<file path="src/rtl/scd_map.vh">
// Behaviour
// writing one to bit 7 restores every register and bit to power-up defaults; code leaves result pair, lower-byte shadow and read data unchanged
// soft-reset bit always reads back as zero
// bit 6 zero keeps LED on; one lights LED only while shutter open
// self-test bit runs tests, loads 16-bit CRC result; bit reads zero; code starts the test only from idle and ignores the bit during a dump
// self-test restores defaults; host configures only after test finishes
// host waits much longer than a normal access for self-test
// bit 4 selects 400 cpi when zero, 800 cpi when one
// bit 3 starts 256-pixel dump through result pair; clearing stops it
// sleep bit zero sleeps after one second idle at 1500 fps; one stays awake
// configuration register is read/write and resets to all zeros
// result pair at 0x0c/0x0d loaded only by self-test or dump
// host reads upper byte 0x0d before lower byte 0x0c
// passing self-test returns one of two fixed CRC values, e.g. FE D4
// during dump upper byte is pixel address, lower carries 6-bit value
// dump command first loads address and value of first pixel
// lower byte MSB high flags invalid data; host saves only when low
// after each valid sample advance to next pixel on following frame
// host clears dump bit after collecting all pixels
// host sets always-awake so LED stays lit during dump
// pixel value is 6-bit intensity, zero black, 63 white
// pixel addresses 0x00 to 0xFF; low nibble row, high nibble column
// reserved bits 2 and 1 read zero; address 0x0b reads zero
// upper and lower result bytes captured as one coherent pair
`ifndef SCD_MAP_VH
`define SCD_MAP_VH
`define SCD_ADDR_CONFIG 7'h0A
`define SCD_ADDR_RSVD 7'h0B
`define SCD_ADDR_RES_LO 7'h0C
`define SCD_ADDR_RES_HI 7'h0D
`define SCD_BIT_SOFT_RESET 7
`define SCD_BIT_LED_GATING 6
`define SCD_BIT_SELF_TEST 5
`define SCD_BIT_DENSITY 4
`define SCD_BIT_READOUT 3
`define SCD_BIT_AWAKE 0
`define SCD_CONFIG_RESET 8'h00
`define SCD_CONFIG_WMASK 8'h59
`define SCD_CRC_HI 8'hFE
`define SCD_CRC_LO 8'hD4
`define SCD_INVALID_BIT 7
`define SCD_SLEEP_FRAMES 1500
`define SCD_SELF_TEST_CYCLES 64
`endif

</file>
<file path="src/rtl/scd_config_dump.v">
`timescale 1ns/100ps
`default_nettype none
`include "scd_map.vh"
module scd_config_dump #(
	parameter SLEEP_FRAMES = `SCD_SLEEP_FRAMES,
	parameter TEST_CYCLES = `SCD_SELF_TEST_CYCLES
) (
	input wire clk,
	input wire rstn,
	input wire [6:0] reg_addr,
	input wire reg_wr,
	input wire reg_rd,
	input wire [7:0] reg_wdata,
	output reg [7:0] reg_rdata_q,
	input wire frame_tick,
	input wire shutter_open,
	input wire motion_seen,
	input wire [5:0] pixel_value,
	input wire pixel_ready,
	output reg [7:0] pixel_addr_q,
	output wire led_on,
	output wire count_density_select,
	output wire asleep,
	output wire self_test_busy,
	output wire ram_defaults_load
);
	localparam ST_IDLE = 2'b00;
	localparam ST_TEST = 2'b01;
	localparam ST_DUMP = 2'b10;

	reg [7:0] config_q;
	reg [1:0] state_q;
	reg [15:0] test_cnt_q;
	reg [15:0] idle_frames_q;
	reg [7:0] res_hi_q;
	reg [7:0] res_lo_q;
	reg [7:0] lo_shadow_q;
	reg dump_start_q;
	reg soft_rst_q;
	wire [7:0] walk_addr;
	wire walk_done;
	wire cfg_wr;
	wire led_gating_select;
	wire image_readout_enable;
	wire stay_awake;

	assign cfg_wr = reg_wr && reg_addr == `SCD_ADDR_CONFIG;
	assign led_gating_select = config_q[`SCD_BIT_LED_GATING];
	assign count_density_select = config_q[`SCD_BIT_DENSITY];
	assign image_readout_enable = config_q[`SCD_BIT_READOUT];
	assign stay_awake = config_q[`SCD_BIT_AWAKE];
	assign led_on = !led_gating_select || shutter_open;
	assign self_test_busy = state_q == ST_TEST;
	// self-test completion restores ram defaults, so host config comes after it
	assign ram_defaults_load = self_test_busy && test_cnt_q == 16'h0000;
	assign asleep = !stay_awake && idle_frames_q >= SLEEP_FRAMES[15:0];

	scd_pixel_walker #(
		.ADDR_W(8)
	) u_walker (
		.clk(clk),
		.rstn(rstn && !soft_rst_q),
		.enable(state_q == ST_DUMP),
		.start(dump_start_q),
		.frame_tick(frame_tick && pixel_ready && !dump_start_q),
		.addr_q(walk_addr),
		.done_q(walk_done)
	);

	always @(posedge clk) begin
		if (!rstn || soft_rst_q) begin
			config_q <= `SCD_CONFIG_RESET;
			soft_rst_q <= 1'b0;
		end else if (cfg_wr) begin
			// reset, self-test and reserved bits are never stored
			config_q <= reg_wdata & `SCD_CONFIG_WMASK;
			soft_rst_q <= reg_wdata[`SCD_BIT_SOFT_RESET];
		end else if (ram_defaults_load) begin
			config_q <= `SCD_CONFIG_RESET;
		end
	end

	always @(posedge clk) begin
		if (!rstn || soft_rst_q) begin
			state_q <= ST_IDLE;
			test_cnt_q <= 16'h0000;
			dump_start_q <= 1'b0;
		end else begin
			dump_start_q <= 1'b0;
			case (state_q)
				ST_IDLE: begin
					if (cfg_wr && reg_wdata[`SCD_BIT_SELF_TEST]) begin
						state_q <= ST_TEST;
						test_cnt_q <= TEST_CYCLES[15:0] - 16'h0001;
					end else if (image_readout_enable) begin
						state_q <= ST_DUMP;
						dump_start_q <= 1'b1;
					end
				end
				ST_TEST: begin
					if (test_cnt_q == 16'h0000) begin
						state_q <= ST_IDLE;
					end else begin
						test_cnt_q <= test_cnt_q - 16'h0001;
					end
				end
				ST_DUMP: begin
					if (!image_readout_enable) begin
						state_q <= ST_IDLE;
					end
				end
				default: begin
					state_q <= ST_IDLE;
				end
			endcase
		end
	end

	// result pair is written as one unit so hi and lo always match
	always @(posedge clk) begin
		if (ram_defaults_load) begin
			res_hi_q <= `SCD_CRC_HI;
			res_lo_q <= `SCD_CRC_LO;
		end else if (state_q == ST_DUMP && !walk_done) begin
			// pixel_value belongs to pixel_addr_q, not to the walker's newer address
			res_hi_q <= pixel_addr_q;
			res_lo_q <= {!pixel_ready, 1'b0, pixel_value};
		end
	end

	always @(posedge clk) begin
		if (!rstn || soft_rst_q) begin
			pixel_addr_q <= 8'h00;
		end else begin
			pixel_addr_q <= walk_addr;
		end
	end

	// lower byte is frozen when the upper byte is read, so a dump step between reads cannot split the pair
	always @(posedge clk) begin
		if (!rstn) begin
			lo_shadow_q <= 8'h00;
		end else if (reg_rd && reg_addr == `SCD_ADDR_RES_HI) begin
			lo_shadow_q <= res_lo_q;
		end
	end

	// saturating idle-frame count; any motion wakes the sensor
	always @(posedge clk) begin
		if (!rstn || soft_rst_q || motion_seen || stay_awake) begin
			idle_frames_q <= 16'h0000;
		end else if (frame_tick && idle_frames_q < SLEEP_FRAMES[15:0]) begin
			idle_frames_q <= idle_frames_q + 16'h0001;
		end
	end

	always @(posedge clk) begin
		if (!rstn) begin
			reg_rdata_q <= 8'h00;
		end else if (reg_rd) begin
			case (reg_addr)
				`SCD_ADDR_CONFIG: reg_rdata_q <= config_q & `SCD_CONFIG_WMASK;
				`SCD_ADDR_RES_LO: reg_rdata_q <= lo_shadow_q;
				`SCD_ADDR_RES_HI: reg_rdata_q <= res_hi_q;
				default: reg_rdata_q <= 8'h00;
			endcase
		end
	end
endmodule
`default_nettype wire

</file>
<file path="src/rtl/scd_pixel_walker.v">
`timescale 1ns/100ps
`default_nettype none
`include "scd_map.vh"
// steps through the pixel array one address per frame while enabled
module scd_pixel_walker #(
	parameter ADDR_W = 8
) (
	input wire clk,
	input wire rstn,
	input wire enable,
	input wire start,
	input wire frame_tick,
	output reg [ADDR_W-1:0] addr_q,
	output reg done_q
);
	always @(posedge clk) begin
		if (!rstn || start || !enable) begin
			addr_q <= {ADDR_W{1'b0}};
			done_q <= 1'b0;
		end else if (frame_tick && !done_q) begin
			if (&addr_q) begin
				done_q <= 1'b1;
			end else begin
				addr_q <= addr_q + {{(ADDR_W-1){1'b0}}, 1'b1};
			end
		end
	end
endmodule
`default_nettype wire

</file>
<file path="config.mk">
export PLATFORM = sky130hd
export DESIGN_NAME = scd_config_dump
export DESIGN_NICKNAME = d
export VERILOG_FILES = /design/src/rtl/scd_config_dump.v /design/src/rtl/scd_pixel_walker.v
export VERILOG_INCLUDE_DIRS = /design/src /design/src/rtl
export SDC_FILE = /design/constraint.sdc
export NUM_CORES = 1
export LEC_CHECK = 0
export BUFFER_PORTS_ARGS = -buffer_cell sky130_fd_sc_hd__buf_4
export CELL_PAD_IN_SITES_DETAIL_PLACEMENT = 0
export CELL_PAD_IN_SITES_GLOBAL_PLACEMENT = 1
export CORE_MARGIN = 2
export CORE_UTILIZATION = 25
export CTS_BUF_LIST = sky130_fd_sc_hd__clkbuf_2 sky130_fd_sc_hd__clkbuf_4 sky130_fd_sc_hd__clkbuf_8
export CTS_CLUSTER_DIAMETER = 80
export DETAILED_ROUTE_END_ITERATION = 16
export GPL_ROUTABILITY_DRIVEN = 0
export PLACE_DENSITY = 0.49
export SKIP_CTS_REPAIR_TIMING = 1
export SYNTH_ARGS = -nofsm -noshare
export SYNTH_HDL_FRONTEND = slang
export SYNTH_SLANG_ARGS = --single-unit
</file>
<file path="constraint.sdc">
create_clock -name clk -period 2.65 [get_ports clk]
set_input_delay 0.795 -clock clk [delete_from_list [all_inputs] [get_ports clk]]
set_output_delay 0.795 -clock clk [all_outputs]
set_load 0.02 [all_outputs]
</file>
Word level (Yosys, flattened, before mapping)
Index checks and enable logic that the tools add are counted.
Operators by class
  $add $sub $neg: 3
  $lt $le $gt $ge: 2
  eq/ne operators: 10
  mux-type cells: 12
  bitwise gates (word level): 2
  reductions and logical operators: 36
Operators by type and width (count)
  $mux 16: 2
  $pmux 16 s2: 1
  $pmux 8 s3: 1
  $eq 7x4->1 const B: 3
  $add 16x1->16 const B: 1
  $ge 16x11->1 const B: 1
  $logic_not 16->1: 1
  $lt 16x11->1 const B: 1
  $sub 16x1->16 const B: 1
  $mux 7: 2
  $logic_and 1x1->1: 11
  $logic_not 1->1: 9
  $reduce_and 9->1: 1
  $add 8x1->8 const B: 1
  $mux 2: 4
  $reduce_and 8->1: 1
  $logic_or 1x1->1: 6
  $ne 2x2->1 const B: 3
  $pmux 2 s3: 1
  $reduce_and 3->1: 2
  $reduce_bool 2->1: 2
  $ne 3x3->1 const B: 1
  $reduce_or 3->1: 1
  $eq 2x1->1 const B: 1
  other kinds (6): 7
Word-level totals
  register bits: 89
  output and inout port bits: 21
  logic and storage cells: 78

Logic depth before layout (Yosys ltp)
  depth after elaboration: 5
  gate-level depth with buffers: 8
  mapped depth without buffers: 7

Hierarchy
A second synthesis with hierarchy kept.
Second synthesis, totals
  cell total of the unflattened synthesis: 414
  area, all modules: 3836.2 µm²
Modules (own cells, without submodules)
  scd_config_dump: times used 1, cells each 365, area an instance 3400.8 µm², seq. area each 1601.5 µm²
  scd_pixel_walker: times used 1, cells each 49, area an instance 435.4 µm², seq. area each 180.2 µm²

Worst setup path before layout
Ideal clock, no wire load.
  kind: register -> output
  from: reg test_cnt_q[0]
  to: out ram_defaults_load
  arrival: 1.628 ns
  path slack: 0.227 ns
  cell stages (with the launch flop): 7
  cells stage by stage: dfxtp_1 > inv_1 > ha_1 > or4b_1 > nor2_1 > nand4_2 > inv_1
On the way
  word-level cells in the longest chain between the ends: 2
Ends and longest elaborated chain
  from (decl): RTL line scd_config_dump.v:33  | reg [15:0] test_cnt_q;
  from (signal assigned): RTL line scd_config_dump.v:94  | test_cnt_q <= TEST_CYCLES[15:0] - 16'h0001;
  from (signal assigned): RTL line scd_config_dump.v:104  | test_cnt_q <= test_cnt_q - 16'h0001;
  $logic_not 16->1: RTL line scd_config_dump.v:55  | assign ram_defaults_load = self_test_busy && test_cnt_q == 16'h0000;
  $logic_and 1x1->1: RTL line scd_config_dump.v:55
  to (decl): RTL line scd_config_dump.v:25  | output wire ram_defaults_load
Every way passes these cells.

Worst setup path in the final report
  from: reg test_cnt_q[1]
  to: out ram_defaults_load
Same word-level chain as after synthesis.

==> results_dict.tcl <==
set metrics [dict create \
    outcome "finished with violations" \
    violations "negative setup slack" \
    p_sw_frac 0.221 \
    clockRootBuffer "clkbuf_8" \
    post_drt_via_cell_ratio 4.44 \
    drv_slew 0 \
    io_pins 50 \
    hold_end "reg_rdata_q[3]" \
    ys_ff_latch 89 \
    io_buffers 47 \
    power_uw 2600 \
    antennaDiodeCount 0 \
    final_util 0.322 \
    pwr-share-seq 0.521 \
    grt_pass1_wl_um 14500 \
    synthCells 408 \
    synth_cell_type_count 46 \
    die_area_mm2 0.0161 \
    die_x_um 127 \
    detail-route-antenna-nets 0 \
    synth_top_family_by_area "simple AND/OR/NAND/NOR gates" \
    drive_above_1_share 0.211 \
    fmax_mhz 367 \
    crit_arrival_ns 1.93 \
    slew_headroom 0.548 \
    avgSynthCellArea_um2 9.23 \
    setup_viol 1 \
    synth_simple_gate_area_frac 0.271 \
    layout_setup_ws_ns -0.0766 \
    netlist_area_mm2 0.00376 \
    insertion_delay_ns 0.37 \
    r2r_setup_slack_ns 0.65 \
    finalClockSkew_ns 0.0138 \
    final_cell_mix "dfxtp_1, buf_4, nor2_1" \
    cp_slowest_cell "or4b_4" \
    synthXorXnorAreaFrac 0.0558 \
    antenna_found_initial 0 \
    layout.cells.non_filler 662 \
    ys_warn_count 0 \
    synth_edf_count 0 \
    comb_power_share 0.037 \
    critPathTopFamily "simple AND/OR/NAND/NOR gates" \
    power.density_mw_per_mm2 550 \
    seq_area_frac_synth 0.473 \
    wl_per_cell_um 13.8 \
    cp-end-kind "output pin" \
    synth-compound-area-share 0.0751 \
    timing.rr.start "test_cnt_q[1]" \
    syn-num-nets 441 \
    coreArea_mm2 0.0146 \
    vias 2938 \
    rsz0062_at_grt "yes" \
    p_leak_uw 0.00175 \
    area_growth_pct 25.3 \
    min_period_ns 2.73 \
    clk_transition_reported_paths_ns 0.09 \
    grt_max_degree 18 \
    synthAdderAreaFrac 0.0133 \
    critPathLaunchType "register" \
    cts_tree "yes" \
    ys.flop_type "dfxtp_1" \
    h-tree-depth 3 \
    fin_tns_setup_ns -0.0766 \
    crit_chain "inv_4, ha_4, or4b_4, nor2_4, nand4_4, inv_2, buf_6" \
    drc 0 \
    drv_cap 0 \
    cts_buffers 9 \
    hold_start "reg_rdata_q[3]" \
    cts.sinks 89 \
    critPathKind "reg -> out" \
    intPower_uw 2020 \
    hpwl_um 6580 \
    post-route-period-util 1.03 \
    power_switching_uw 575 \
    grt_usage 0.117 \
    grt_pass1_vias 2773 \
    reg2reg_depth 8 \
    max_stage_delay_ns 0.49 \
    place_inst 640 \
    finalNetCount 506 \
    worst_r2r_endpoint "test_cnt_q[4]" \
    cts_buffer_depth 2 \
    synth.area.mux_share 0.0824 \
    hp-class "reg -> reg" \
    tightest_slew_ns 0.677 \
    wl_um 9160 \
    hold_depth 2 \
    fin_hold_ws_ns 0.465 \
    hold_violations 0 \
    cp_max_fo 4 \
    rows 44 \
    p_clk_frac 0.442 \
    cp_num_buf_inv 3 \
    die_y_um 127 \
    grt_overflow 0 \
    async_reset_ff_frac 0 \
    initial_utilization 0.257 \
    final_common_cell "dfxtp_1" \
    required_ns 1.86 \
    irDropWorstVdd_v 0.000227 \
    drt_pass1_iterations 4 \
    drt_iter0_drc 145 \
]
[sequential cells by signal, indices dropped and copies added (netlist names)]
| register | cells |
|---|---|
| lo_shadow_q | 8 |
| config_q | 4 |
| reg_rdata_q | 8 |
| res_lo_q | 8 |
| state_q | 2 |
| res_hi_q | 8 |
| soft_rst_q | 1 |
| u_walker.addr_q | 8 |
| u_walker.done_q | 1 |
| idle_frames_q | 16 |
| pixel_addr_q | 8 |
| dump_start_q | 1 |
| test_cnt_q | 16 |
[cell type report]
cell class / instances / area, um^2
fillers: 1544 / 9930
multi-input cells: 293 / 1910
flip-flops and latches: 89 / 1790
repair buffers: 66 / 499
well taps: 184 / 230
clock buffers: 9 / 124
clock inverters: 7 / 118
inverters: 14 / 55.1
[cells in the mapped netlist, types with 3 or more instances]
cell,count,area [um^2]
or3_1,4,25.0
a31oi_1,5,31.3
nor2_1,48,180
nand2_1,33,124
xnor2_1,17,149
o21ai_0,7,35.0
dfxtp_1,89,1780
nor3_1,15,75.1
nor2b_1,13,81.3
and2_1,21,131
nand2b_1,3,18.8
ha_1,4,50.1
nand3_1,16,80.1
nand4_1,8,50.1
mux2i_1,31,310
o22ai_1,4,25.0
a21oi_1,16,80.1
nor4_1,4,25.0
nor3_2,3,30.0
a211oi_1,6,45.0
buf_2,4,20.0
xor2_1,7,61.3
clkbuf_1,7,26.3
and4_1,4,35.0
inv_1,13,48.8
[worst reg2reg max path, cell delays in order, from the launching register on]
cell and delay, ns:
dfxtp_4 0.36, inv_4 0.05, ha_4 0.14, or4b_4 0.49
buf_4 0.16, nor3_2 0.28, nand3_1 0.16, a21oi_1 0.19
a21oi_1 0.08
[how the worst max path moves through the flow]
stage | depth (start not counted) | end | start
2_1_floorplan | 6 | ram_defaults_load | test_cnt_q[0]
3_3_place_gp | 7 | ram_defaults_load | test_cnt_q[1]
3_5_place_dp | 7 | ram_defaults_load | test_cnt_q[1]
4_1_cts | 7 | ram_defaults_load | test_cnt_q[1]
5_1_grt | 7 | ram_defaults_load | test_cnt_q[1]
6_report | 7 | ram_defaults_load | test_cnt_q[1]
[layer usage]
metal	vias up	routed length, um	global-route usage
met4	0	161	0.0562
met2	46	3890	0.174
met1	1336	4750	0.158
met3	10	356	0.0287
met5	-	0	0
li1	1546	-	-
[metrics by stage]
stage	setup WS, ns	cell area, um^2
3_3_place_gp	0.103	4390
2_1_floorplan	0.227	3760
3_5_place_dp	0.0712	4390
5_1_grt	-0.170	4720
6_report	-0.0766	4720
4_1_cts	-0.350	4630
[power by group through the flow]
stage	registers (uW)	logic [uW]	clock network, uW
after floorplan	1380	45.7	0
after global placement	1390	95.9	0
after detailed placement	1390	96.5	0
after CTS	1360	96.8	1200
after global routing	1360	107	1240
final	1350	95.1	1150
[cells by family (layout without fill, tap and decap cells)]
family,count (synthesis),count (layout)
and+or+nand+nor,188,188
DFF,89,89
AOI/OAI and AO/OA,46,46
muxes,31,31
buffers and inverters,26,96
xor gates and xnor gates,24,24
adders and majority gates,4,4
Power figures use the tool's default switching activity.
